--- config.mk ---
export PLATFORM = sky130hd
export DESIGN_NAME = dcc_top
export DESIGN_NICKNAME = d
export VERILOG_FILES = /design/src/core/dcc_pkg.sv /design/src/core/dcc_chan.sv /design/src/core/dcc_top.sv
export SDC_FILE = /design/constraint.sdc
export NUM_CORES = 1
export LEC_CHECK = 0
export BUFFER_PORTS_ARGS = -buffer_cell sky130_fd_sc_hd__buf_2
export CAP_MARGIN = 20
export CORE_MARGIN = 3
export CORE_UTILIZATION = 48
export CTS_BUF_LIST = sky130_fd_sc_hd__clkbuf_16
export CTS_CLUSTER_DIAMETER = 100
export DETAILED_ROUTE_END_ITERATION = 16
export HOLD_SLACK_MARGIN = 0.03
export PLACE_DENSITY_LB_ADDON = 0.1
export SETUP_SLACK_MARGIN = 0.5
export SYNTH_ARGS = -nofsm -noshare
export SYNTH_HDL_FRONTEND = slang
export SYNTH_HIERARCHICAL = 1
export SYNTH_SLANG_ARGS = --single-unit
export TNS_END_PERCENT = 5
--- constraint.sdc ---
create_clock -name clk -period 2.6 [get_ports clk]
set_input_delay 0.78 -clock clk [delete_from_list [all_inputs] [get_ports clk]]
set_output_delay 0.78 -clock clk [all_outputs]
set_load 0.02 [all_outputs]
--- src/core/dcc_pkg.sv ---
// constants and types shared by the dual comparator control block
package dcc_pkg;

    typedef logic [15:0] dcc_addr_t;
    typedef logic [31:0] dcc_word_t;
    typedef logic [7:0] dcc_ctrl_t;

    // register indices; byte address is four times the index
    localparam logic [11:0] IDX_CTRL0 = 12'hF90;
    localparam logic [11:0] IDX_CTRL1 = 12'hF91;
    localparam logic [11:0] IDX_IRQ_STAT = 12'hF92;
    localparam logic [11:0] IDX_IRQ_MASK = 12'hF93;
    localparam logic [11:0] IDX_WAKE_STAT = 12'hF94;
    localparam logic [11:0] IDX_POWER = 12'hF95;

    // control register fields
    localparam int POS_SEL_BIT = 7;
    localparam int NEG_SEL_BIT = 6;
    localparam int REF_LSB = 2;
    localparam int REF_MSB = 5;
    localparam int TRIG_LSB = 0;
    localparam int TRIG_MSB = 1;

    // wake status fields
    localparam int WAKE_STOP_BIT = 0;
    localparam int WAKE_REQ_BIT = 1;

    // power fields: bits 1:0 power per channel, bits 3:2 keep on in stop
    localparam int PWR_ON_LSB = 0;
    localparam int PWR_KEEP_LSB = 2;

    // reset values
    localparam dcc_ctrl_t CTRL_RST = 8'h14;
    localparam logic [3:0] POWER_RST = 4'h3;
    localparam logic [1:0] MASK_RST = 2'h0;

    // trigger route codes
    localparam logic [1:0] TRIG_OFF = 2'h0;
    localparam logic [1:0] TRIG_T0 = 2'h1;
    localparam logic [1:0] TRIG_T1 = 2'h2;
    localparam logic [1:0] TRIG_T2 = 2'h3;

    // register selector codes
    typedef enum logic [2:0] {
        SEL_CTRL0 = 3'h0,
        SEL_CTRL1 = 3'h1,
        SEL_STAT = 3'h2,
        SEL_MASK = 3'h3,
        SEL_WAKE = 3'h4,
        SEL_POWER = 3'h5,
        SEL_NONE = 3'h7
    } dcc_sel_t;

    typedef enum logic [1:0] {
        BUS_IDLE = 2'b01,
        BUS_ACC = 2'b10
    } dcc_bus_st_t;

endpackage

--- src/core/dcc_chan.sv ---
// one comparator channel: output synchroniser and edge event
`timescale 1ns/1ps
module dcc_chan (
    input wire logic clk,
    input wire logic sys_rst,
    input wire logic cmp_raw,
    input wire logic active,
    output logic level,
    output logic rise
);
    import dcc_pkg::*;

    typedef struct packed {
        logic s1;
        logic s2;
        logic s3;
        logic lvl;
        logic rise;
    } dcc_chan_st_t;

    dcc_chan_st_t cur_r;
    dcc_chan_st_t cur_nxt;

    always_comb begin
        cur_nxt = cur_r;
        // three stage capture of the analog output
        cur_nxt.s1 = cmp_raw;
        cur_nxt.s2 = cur_r.s1;
        cur_nxt.s3 = cur_r.s2;
        cur_nxt.rise = 1'b0;
        if (!active) begin
            // powered down: output held low
            cur_nxt.lvl = 1'b0;
        end else if (cur_r.s2 == cur_r.s3) begin
            cur_nxt.lvl = cur_r.s3;
            cur_nxt.rise = cur_r.s3 && !cur_r.lvl;
        end
    end

    always_ff @(posedge clk) begin
        if (sys_rst) begin
            cur_r <= '0;
        end else begin
            cur_r <= cur_nxt;
        end
    end

    assign level = cur_r.lvl;
    assign rise = cur_r.rise;

endmodule

--- src/core/dcc_top.sv ---
// dual comparator control: registers, routing, interrupts and stop wake
//
// Contract
// - positive select: pin or temperature sensor
// - negative select: pin or internal reference
// - four bit reference level, 0.2 V steps
// - reference level resets to code 0101
// - trigger route: off, timer 0, 1, 2
// - two identical channels, independent routes
// - output feeds interrupt and a pin
// - stop mode event starts recovery, raises request
// - stop recovery sets stop indication
// - wake sets comparator request bit
// - request serviced after recovery if enabled
// - power down or keep running in stop
//
// Register access over APB is this design's own decision.
`timescale 1ns/1ps
module dcc_top (
    input wire logic clk,
    input wire logic sys_rst,
    input wire logic psel,
    input wire logic penable,
    input wire logic pwrite,
    input wire dcc_pkg::dcc_addr_t paddr,
    input wire dcc_pkg::dcc_word_t pwdata,
    output dcc_pkg::dcc_word_t prdata,
    output logic pready,
    output logic pslverr,
    input wire logic comp0_raw,
    input wire logic comp1_raw,
    input wire logic stop_mode,
    input wire logic cpu_irq_en,
    input wire logic vec_ack,
    output logic comp0_pos_select,
    output logic comp1_pos_select,
    output logic comp0_neg_select,
    output logic comp1_neg_select,
    output logic [3:0] comp0_ref_level_code,
    output logic [3:0] comp1_ref_level_code,
    output logic comp0_power_on,
    output logic comp1_power_on,
    output logic [2:0] timer_trig,
    output logic comp0_out_pin,
    output logic comp1_out_pin,
    output logic irq,
    output logic stop_recover,
    output logic cmp_vec_req
);
    import dcc_pkg::*;

    typedef struct packed {
        dcc_bus_st_t st;
        logic [1:0][7:0] ctrl;
        logic [1:0] irq_stat;
        logic [1:0] irq_mask;
        logic stop_flag;
        logic cmp_req;
        logic [3:0] power;
        logic [1:0] pwr_on;
        logic [31:0] rdata;
        logic rdy;
        logic err;
        logic [2:0] trig;
        logic [1:0] pin;
        logic irq;
        logic stop_rec;
        logic vec_req;
    } dcc_state_t;

    dcc_state_t cur_r;
    dcc_state_t cur_nxt;

    logic [1:0] lvl;
    logic [1:0] rise;

    // map a byte address to a register selector
    function automatic dcc_sel_t reg_sel(input dcc_addr_t addr);
        logic [11:0] idx;
        idx = addr[13:2];
        reg_sel = SEL_NONE;
        if (addr[1:0] == 2'h0 && addr[15:14] == 2'h0) begin
            case (idx)
                IDX_CTRL0: reg_sel = SEL_CTRL0;
                IDX_CTRL1: reg_sel = SEL_CTRL1;
                IDX_IRQ_STAT: reg_sel = SEL_STAT;
                IDX_IRQ_MASK: reg_sel = SEL_MASK;
                IDX_WAKE_STAT: reg_sel = SEL_WAKE;
                IDX_POWER: reg_sel = SEL_POWER;
                default: reg_sel = SEL_NONE;
            endcase
        end
    endfunction

    // trigger code for a channel's route field
    function automatic logic [1:0] route_of(input logic [7:0] c);
        route_of = c[TRIG_MSB:TRIG_LSB];
    endfunction

    // two identical channels
    dcc_chan u_chan0 (
        .clk(clk),
        .sys_rst(sys_rst),
        .cmp_raw(comp0_raw),
        .active(cur_r.pwr_on[0]),
        .level(lvl[0]),
        .rise(rise[0])
    );

    dcc_chan u_chan1 (
        .clk(clk),
        .sys_rst(sys_rst),
        .cmp_raw(comp1_raw),
        .active(cur_r.pwr_on[1]),
        .level(lvl[1]),
        .rise(rise[1])
    );

    always_comb begin
        dcc_sel_t sel;
        logic done;
        logic [1:0] hit;
        logic [2:0] tr;
        sel = reg_sel(paddr);
        done = psel && penable && cur_r.rdy;
        hit = 2'h0;
        tr = 3'h0;
        cur_nxt = cur_r;
        cur_nxt.rdy = 1'b0;
        cur_nxt.err = 1'b0;
        cur_nxt.stop_rec = 1'b0;

        // bus state: setup, then one access cycle with ready
        unique case (cur_r.st)
            BUS_IDLE: begin
                if (psel && !penable) begin
                    cur_nxt.st = BUS_ACC;
                    cur_nxt.rdy = 1'b1;
                    cur_nxt.err = (sel == SEL_NONE);
                    cur_nxt.rdata = 32'h0000_0000;
                    case (sel)
                        SEL_CTRL0: cur_nxt.rdata[7:0] = cur_r.ctrl[0];
                        SEL_CTRL1: cur_nxt.rdata[7:0] = cur_r.ctrl[1];
                        SEL_STAT: cur_nxt.rdata[1:0] = cur_r.irq_stat;
                        SEL_MASK: cur_nxt.rdata[1:0] = cur_r.irq_mask;
                        SEL_WAKE: begin
                            cur_nxt.rdata[WAKE_STOP_BIT] = cur_r.stop_flag;
                            cur_nxt.rdata[WAKE_REQ_BIT] = cur_r.cmp_req;
                        end
                        SEL_POWER: cur_nxt.rdata[3:0] = cur_r.power;
                        default: cur_nxt.rdata = 32'h0000_0000;
                    endcase
                end
            end
            BUS_ACC: begin
                if (done) begin
                    cur_nxt.st = BUS_IDLE;
                end
            end
            default: begin
                cur_nxt.st = BUS_IDLE;
            end
        endcase

        // register writes and read side effects
        if (done && pwrite) begin
            case (sel)
                SEL_CTRL0: cur_nxt.ctrl[0] = pwdata[7:0];
                SEL_CTRL1: cur_nxt.ctrl[1] = pwdata[7:0];
                SEL_MASK: cur_nxt.irq_mask = pwdata[1:0];
                SEL_POWER: cur_nxt.power = pwdata[3:0];
                default: cur_nxt.power = cur_nxt.power;
            endcase
        end
        // clear only what the read returned; events after setup survive
        if (done && !pwrite) begin
            if (sel == SEL_STAT) begin
                cur_nxt.irq_stat = cur_r.irq_stat & ~cur_r.rdata[1:0];
            end
            if (sel == SEL_WAKE) begin
                cur_nxt.stop_flag = cur_r.stop_flag & ~cur_r.rdata[WAKE_STOP_BIT];
            end
        end

        // power: off, or on and optionally kept in stop
        for (int c = 0; c < 2; c++) begin
            cur_nxt.pwr_on[c] = cur_r.power[PWR_ON_LSB + c]
                && (!stop_mode || cur_r.power[PWR_KEEP_LSB + c]);
        end

        // sticky events; a set wins over the read clear
        cur_nxt.irq_stat = cur_nxt.irq_stat | rise;
        hit = rise & cur_r.irq_mask;

        // vector acknowledge clears the request, new event wins
        if (vec_ack) begin
            cur_nxt.cmp_req = 1'b0;
        end
        if (hit != 2'h0) begin
            cur_nxt.cmp_req = 1'b1;
            if (stop_mode) begin
                cur_nxt.stop_rec = 1'b1;
                cur_nxt.stop_flag = 1'b1;
            end
        end

        // service request once out of stop with interrupts on
        cur_nxt.vec_req = cur_nxt.cmp_req && cpu_irq_en
            && !stop_mode;
        cur_nxt.irq = (cur_nxt.irq_stat & cur_nxt.irq_mask) != 2'h0;

        // timer trigger routing from synchronised levels
        for (int c = 0; c < 2; c++) begin
            case (route_of(cur_r.ctrl[c]))
                TRIG_T0: tr[0] = tr[0] | lvl[c];
                TRIG_T1: tr[1] = tr[1] | lvl[c];
                TRIG_T2: tr[2] = tr[2] | lvl[c];
                default: tr = tr;
            endcase
        end
        cur_nxt.trig = tr;
        cur_nxt.pin = lvl;
    end

    always_ff @(posedge clk) begin
        if (sys_rst) begin
            cur_r <= '0;
            cur_r.st <= BUS_IDLE;
            cur_r.ctrl[0] <= CTRL_RST;
            cur_r.ctrl[1] <= CTRL_RST;
            cur_r.irq_mask <= MASK_RST;
            cur_r.power <= POWER_RST;
        end else begin
            cur_r <= cur_nxt;
        end
    end

    // bus outputs
    assign prdata = cur_r.rdata;
    assign pready = cur_r.rdy;
    assign pslverr = cur_r.err;

    // analog selections straight from control bits; power enables from the registered power state
    assign comp0_pos_select = cur_r.ctrl[0][POS_SEL_BIT];
    assign comp1_pos_select = cur_r.ctrl[1][POS_SEL_BIT];
    assign comp0_neg_select = cur_r.ctrl[0][NEG_SEL_BIT];
    assign comp1_neg_select = cur_r.ctrl[1][NEG_SEL_BIT];
    assign comp0_ref_level_code = cur_r.ctrl[0][REF_MSB:REF_LSB];
    assign comp1_ref_level_code = cur_r.ctrl[1][REF_MSB:REF_LSB];
    assign comp0_power_on = cur_r.pwr_on[0];
    assign comp1_power_on = cur_r.pwr_on[1];

    // routed and pinned outputs
    assign timer_trig = cur_r.trig;
    assign comp0_out_pin = cur_r.pin[0];
    assign comp1_out_pin = cur_r.pin[1];

    // interrupt and wake
    assign irq = cur_r.irq;
    assign stop_recover = cur_r.stop_rec;
    assign cmp_vec_req = cur_r.vec_req;

endmodule

==> results.cfg, run 1 <==
[drt]
via_per_inst = 4.95
drt-pass1-iter-count = 4
first_iter_violations = 136
drc = 0
wire_per_inst_um = 13.1
postRouteAntennaNets = 0
wirelength_um = 5470
vias = 2058

[layout]
layout_commonest_cell = buf_2
fillers = 496
area.growth.synth_to_final_pct = 16.7
diodes = 0
final_cells = 416
final_cell_mix = 65 x buf_2, 58 x dfxtp_1, 32 x nor2_1, 24 x conb_1, 20 x mux2i_1
final_nets = 399
drive_gt1_share_pct = 32.9

[place]
place_inst = 400
dp_slack_ns = 0.214
place_hpwl_um = 3980
place_congestion = 0.794
portBuffers = 65

[clock_network]
cts_buffer_depth = 2
cts-root-buf = clkbuf_16
post_cts_resize_count = 0
cts_hold_buf = 0
cts.sinks = 58
clkLatencyLatePin_ns = 0.33
clkTransAtPathRegs_ns = 0.05
post_cts_buffers = 0
cts_inserted_buffers = 9
htreeDepth = 3
cts_tree = yes

[sta]
skew_ns = 0.00455
fin_crit_ns = 2.05
fmaxAchievable_mhz = 488
slew_violations = 0
relSlewSlack_pct = 63.3
worst_slew_pin_slew_ns = 0.550
rsz0062_at_grt = true
worst_slack_ns = 0.551
setup_viol = 0
finalCritPeriodShare_pct = 78.8
setup_tns_ns = 0
hold_viol_final = 0

[worst_setup_path]
cp_slowest_cell = nor4_4
arrival_ns = 2.26
start_kind = primary input
r2r-start = pready$_SDFF_PP0_
crit_path_end_kind = register
cp_cell_sequence = buf_2, nor4_4, nand4_4, nor4_2, buf_4, mux2i_1, nor2_1
crit_path_max_incr_delay_ns = 0.35
worst_r2r_path_depth = 5
crit_type = in -> reg
r2r_setup_slack_ns = 1.03
worstPathRequired_ns = 2.81
worstReg2RegEnd = irq$_SDFF_PP0_
crit_end = comp1_pos_select$_SDFFE_PP0P_
crit_path_start = paddr[14]
cp_max_fo = 10

[logic_synthesis]
ys_seq_area_share_pct = 42.7
synth_area_um2 = 2720
synth_ff_type = dfxtp_1
avgSynthCellArea_um2 = 9.38
yosys_warnings = 6
synth.distinct_cells = 39
synthArstFlopShare_pct = 0
ys_ff_latch = 58
synth_edf_count = 0
syn_inst = 290

[run_status]
run_status = finished clean

[floorplan]
dieArea_um2 = 6600
die_x_um = 81.3
fp.dieH_um = 81.3
num_io_pins = 114
initial_core_util_pct = 51.3
core_um2 = 5300
core.rowCount = 26

[grt]
grt_pass1_vias = 1921
grt_start_max_net_pins = 32
grt-ovfl-total = 0
grt_antenna_before_repair = 0
grtUsageTotal_pct = 17.8
grt_pass1_wl_um = 8850

[power]
cellPowerDensity_nw_per_um2 = 653
total_power_mw = 2.07
vdd_drop_max_v = 0.000426
leakage_nw = 1.35

[flow_run]
drv_cap = 0

[min_path]
hold_path_class = reg -> reg
## worst min path at each step
| stage | start | to | slack [ns] | depth (start not counted) |
|---|---|---|---|---|
| 2_1_floorplan | u_chan0/cur_r[2]$_SDFF_PP0_ | u_chan0/rise$_SDFF_PP0_ | 0.42 | 2 |
| 3_3_place_gp | u_chan1/cur_nxt[3]$_SDFF_PP0_ | u_chan1/cur_nxt[2]$_SDFF_PP0_ | 0.43 | 1 |
| 3_5_place_dp | u_chan0/cur_r[2]$_SDFF_PP0_ | u_chan0/rise$_SDFF_PP0_ | 0.44 | 2 |
| 4_1_cts | u_chan0/cur_r[2]$_SDFF_PP0_ | u_chan0/rise$_SDFF_PP0_ | 0.44 | 2 |
| 5_1_grt | u_chan1/cur_nxt[3]$_SDFF_PP0_ | u_chan1/cur_nxt[2]$_SDFF_PP0_ | 0.46 | 1 |
| 6_report | u_chan0/cur_r[2]$_SDFF_PP0_ | u_chan0/rise$_SDFF_PP0_ | 0.44 | 2 |
## cells by family after synthesis
family	Yosys count	synth area share [%]
simple gates	109	24.3
buf+inv	59	14.3
flops	58	42.7
compound gates	35	7.92
mux	28	10.7
other cells	1	0.138
## per-stage QoR
step                area [µm²]  util, %  hold slack [ns]
finish                    3170     59.8            0.442
CTS                       3170     59.7            0.444
detailed placement        2900     54.8            0.437
global placement          2900     54.8            0.429
global route              3170     59.8            0.457
floorplan                 2810        -            0.425
## cell type report
cell class,count,area (µm²),share of cell area [%]
Inverter,4,15.0,0.473
Clock buffer,9,225,7.10
Clock inverter,7,37.5,1.18
Tap cell,70,87.6,2.76
Multi-Input combinational cell,196,1270,40.0
Sequential cell,58,1160,36.6
Timing Repair Buffer,72,378,11.9
## critical path, delay by kind of cell
| kind | cells | cell delay, ns |
|---|---|---|
| multiplexers | 1 | 0.22 |
| buffers and inverters | 2 | 0.35 |
| AND/OR/NAND/NOR | 4 | 0.91 |
## per-layer routing
metal | GRT usage [%] | wire (µm) | part of all wire, % | up-vias
met2 | 27.0 | 2440 | 45 | 78
met3 | 4.77 | 401 | 7.3 | 6
met1 | 23.0 | 2560 | 47 | 944
met4 | 9.12 | 71 | 1.3 | 0
li1 | - | - | - | 1030
met5 | 0 | 0 | 0 | -
## synthesized netlist by cell type, types with 2 or more instances
cell       n  share of area (%)
nand2b_4   2                1.0
a22o_1     2               0.64
nor3b_1    3               0.83
or2_2      2               0.46
mux2_2     8                3.3
clkbuf_1   7               0.97
and4_1     2               0.64
nor4b_1    2               0.64
a21oi_1   18                3.3
mux2i_1   20                7.4
a211o_1    2               0.64
nor2_1    32                4.4
nand2_1   17                2.3
nor2b_1    7                1.6
inv_1      4               0.55
nor4_4     2                1.6
buf_4     44                 12
nor3_1     8                1.5
nor3_2     3                1.1
and2b_2    6                1.9
dfxtp_1   58                 43
buf_1      3               0.41
a311oi_1   3               0.97
o22a_1     2               0.64
o21ai_0    6                1.1
nand2b_1   4               0.92
nor4_1     3               0.69
nand3_1    9                1.7
## power breakdown
group | total, mW | internal, mW | switching [mW]
registers | 0.908 | 0.901 | 0.00637
clock network | 1.02 | 0.629 | 0.387
logic | 0.146 | 0.0494 | 0.0971
## flip-flops by register name, indices dropped and copies added (netlist names), 2 cells and up
name                  count
prdata                    8
cur_r                    16
comp0_ref_level_code      4
timer_trig                3
u_chan0/cur_nxt           2
u_chan1/cur_nxt           2
comp1_ref_level_code      4
Note: power is estimated with default switching activity, not from simulation.
==> inputs of run 2 (changes only) <==
- CORE_UTILIZATION: 48 -> 43
- clock period: 2.6 -> 1.84 ns (I/O delays scaled with it)
==> run 2 against run 1 <==
Routed wire length is 7.8% higher. Final cell count is 5.5% higher. Global-route usage fell by 1.4 points. Via count rose by 2.7%. Worst setup slack worse by 0.42 ns. Design area is 6.8% higher. Non-clock buffer count is 18 higher. Clock power increased by 37%. Critical path type unchanged.
==> results.cfg, run 2 (synthesis gave the netlist of run 1 again) <==
[run_status]
run_status = finished clean

[worst_setup_path]
crit_path_max_incr_delay_ns = 0.33
worst_r2r_path_depth = 7
r2r_setup_slack_ns = 0.13
cp_slowest_cell = nor4_4
cp_cell_sequence = buf_6, nor4_4, nand4_4, buf_4, buf_4, nor4_2, a311oi_1, nor3_1
crit_type = in -> reg
arrival_ns = 1.95
crit_end = prdata[0]$_SDFFE_PP0P_
crit_path_end_kind = register
cp_max_fo = 4
worstReg2RegEnd = cur_r[45]$_SDFFE_PP1P_
critPathMostFrequentCell = buf_4
r2r-start = pready$_SDFF_PP0_
worstPathRequired_ns = 2.08
start_kind = primary input
crit_path_start = paddr[0]

[layout]
final_cell_mix = 63 x buf_2, 58 x dfxtp_1, 32 x nor2_1, 24 x conb_1, 20 x buf_4
area.growth.synth_to_final_pct = 24.6
largest_register_ffs = 16
ff_latch_area_um2 = 1160
final_nets = 417
multi_input_area_um2 = 1300
regMostFlops = cur_r
fillers = 558
layout_commonest_cell = buf_2
diodes = 0
design_area_um2 = 3390
drive_gt1_share_pct = 36.8

[clock_network]
htreeDepth = 3
cts_tree = yes
clkLatencyLatePin_ns = 0.32
cts_hold_buf = 0
cts-root-buf = clkbuf_16
cts_buffer_depth = 2
clkTransAtPathRegs_ns = 0.05
cts.sinks = 58
cts_inserted_buffers = 9

[power]
total_power_mw = 2.91
cellPowerDensity_nw_per_um2 = 860
vdd_drop_max_v = 0.000728
leakage_nw = 1.46

[place]
place_hpwl_um = 4100
placed_area_um2 = 3040
portBuffers = 65
place_congestion = 0.740

[sta]
setup_tns_ns = 0
fin_crit_ns = 1.71
fmaxAchievable_mhz = 585
rsz0062_at_grt = true
slew_violations = 0
skew_ns = 0.00627
worst_hold_slack_ns = 0.442
finalCritPeriodShare_pct = 92.9
setup_viol = 0
hold_viol_final = 0

[drt]
drt-pass1-iter-count = 4
drc = 0
postRouteAntennaNets = 0
wire_per_inst_um = 13.4
wirelength_um = 5900
first_iter_violations = 100
vias = 2113
via_per_inst = 4.81

[floorplan]
num_io_pins = 114
core_um2 = 6030
dieArea_um2 = 7310
initial_core_util_pct = 45.1
die_x_um = 85.5
fp.dieH_um = 85.5
core.rowCount = 28

[min_path]
hold_path_class = reg -> reg

[grt]
grt_start_max_net_pins = 40
grt_pass1_vias = 2002
grt_antenna_before_repair = 0
grt-ovfl-total = 0
grt_pass1_wl_um = 9390
grtUsageTotal_pct = 16.4

[flow_run]
drv_cap = 0
run 2: changes by cell type in the layout (fill, tap and decap cells not counted), sizes merged:
cell	previous run	this run
buf	72	90
clkinvlp	2	0
inv	5	6
clkinv	4	5
run 2: critical path: cells and delay by family:
family,cells,cell delay [ns]
buffers and inverters,3,0.43
AND/OR/NAND/NOR,4,0.89
AO/OA/AOI/OAI,1,0.08
run 2: layout make-up:
class                   instances  area share, %
repair buffers                 90           16.6
clock inverters                 7          0.850
multi-input cells             196           38.4
well taps                      75           2.77
inverters                       4          0.443
clock buffers                   9           6.65
flip-flops and latches         58           34.3
run 2: worst min path at each step:
| stage | from | endpoint | slack (ns) | cells past startpoint |
|---|---|---|---|---|
| 3_3_place_gp | u_chan1/cur_nxt[3]$_SDFF_PP0_ | u_chan1/cur_nxt[2]$_SDFF_PP0_ | 0.43 | 1 |
| 3_5_place_dp | u_chan1/cur_nxt[3]$_SDFF_PP0_ | u_chan1/cur_nxt[2]$_SDFF_PP0_ | 0.44 | 1 |
| 2_1_floorplan | u_chan0/cur_r[2]$_SDFF_PP0_ | u_chan0/rise$_SDFF_PP0_ | 0.42 | 2 |
| 4_1_cts | u_chan0/cur_r[2]$_SDFF_PP0_ | u_chan0/rise$_SDFF_PP0_ | 0.44 | 2 |
| 5_1_grt | u_chan0/cur_nxt[3]$_SDFF_PP0_ | u_chan0/cur_nxt[2]$_SDFF_PP0_ | 0.45 | 1 |
| 6_report | u_chan1/cur_nxt[3]$_SDFF_PP0_ | u_chan1/cur_nxt[2]$_SDFF_PP0_ | 0.44 | 1 |
run 2: per-stage QoR:
stage,utilization [%],worst slack [ns],std cells
final,56.2,0.130,439
after global routing,56.2,-0.00738,439
after CTS,55.1,0.131,436
after detailed placement,50.5,-0.215,419
after global placement,50.5,-0.209,419
after floorplan,-,-0.0274,313
run 2: timing repair:
item                                    CTS  global route
resized for setup                         3             9
pin swaps                                 1             6
setup buffers                             1             3
endpoints found under the setup margin   61            66
run 2: where the power goes:
group | leakage [nW] | switching, mW | internal [mW]
clock network | 0.134 | 0.525 | 0.877
logic | 0.859 | 0.143 | 0.0838
registers | 0.470 | 0.00957 | 1.27
run 2: metal layers:
metal	up-vias	wire length [µm]	track usage, %
met4	0	104	6.91
li1	1069	-	-
met1	968	2770	22.0
met3	9	394	5.19
met2	67	2630	24.2
met5	-	0	0
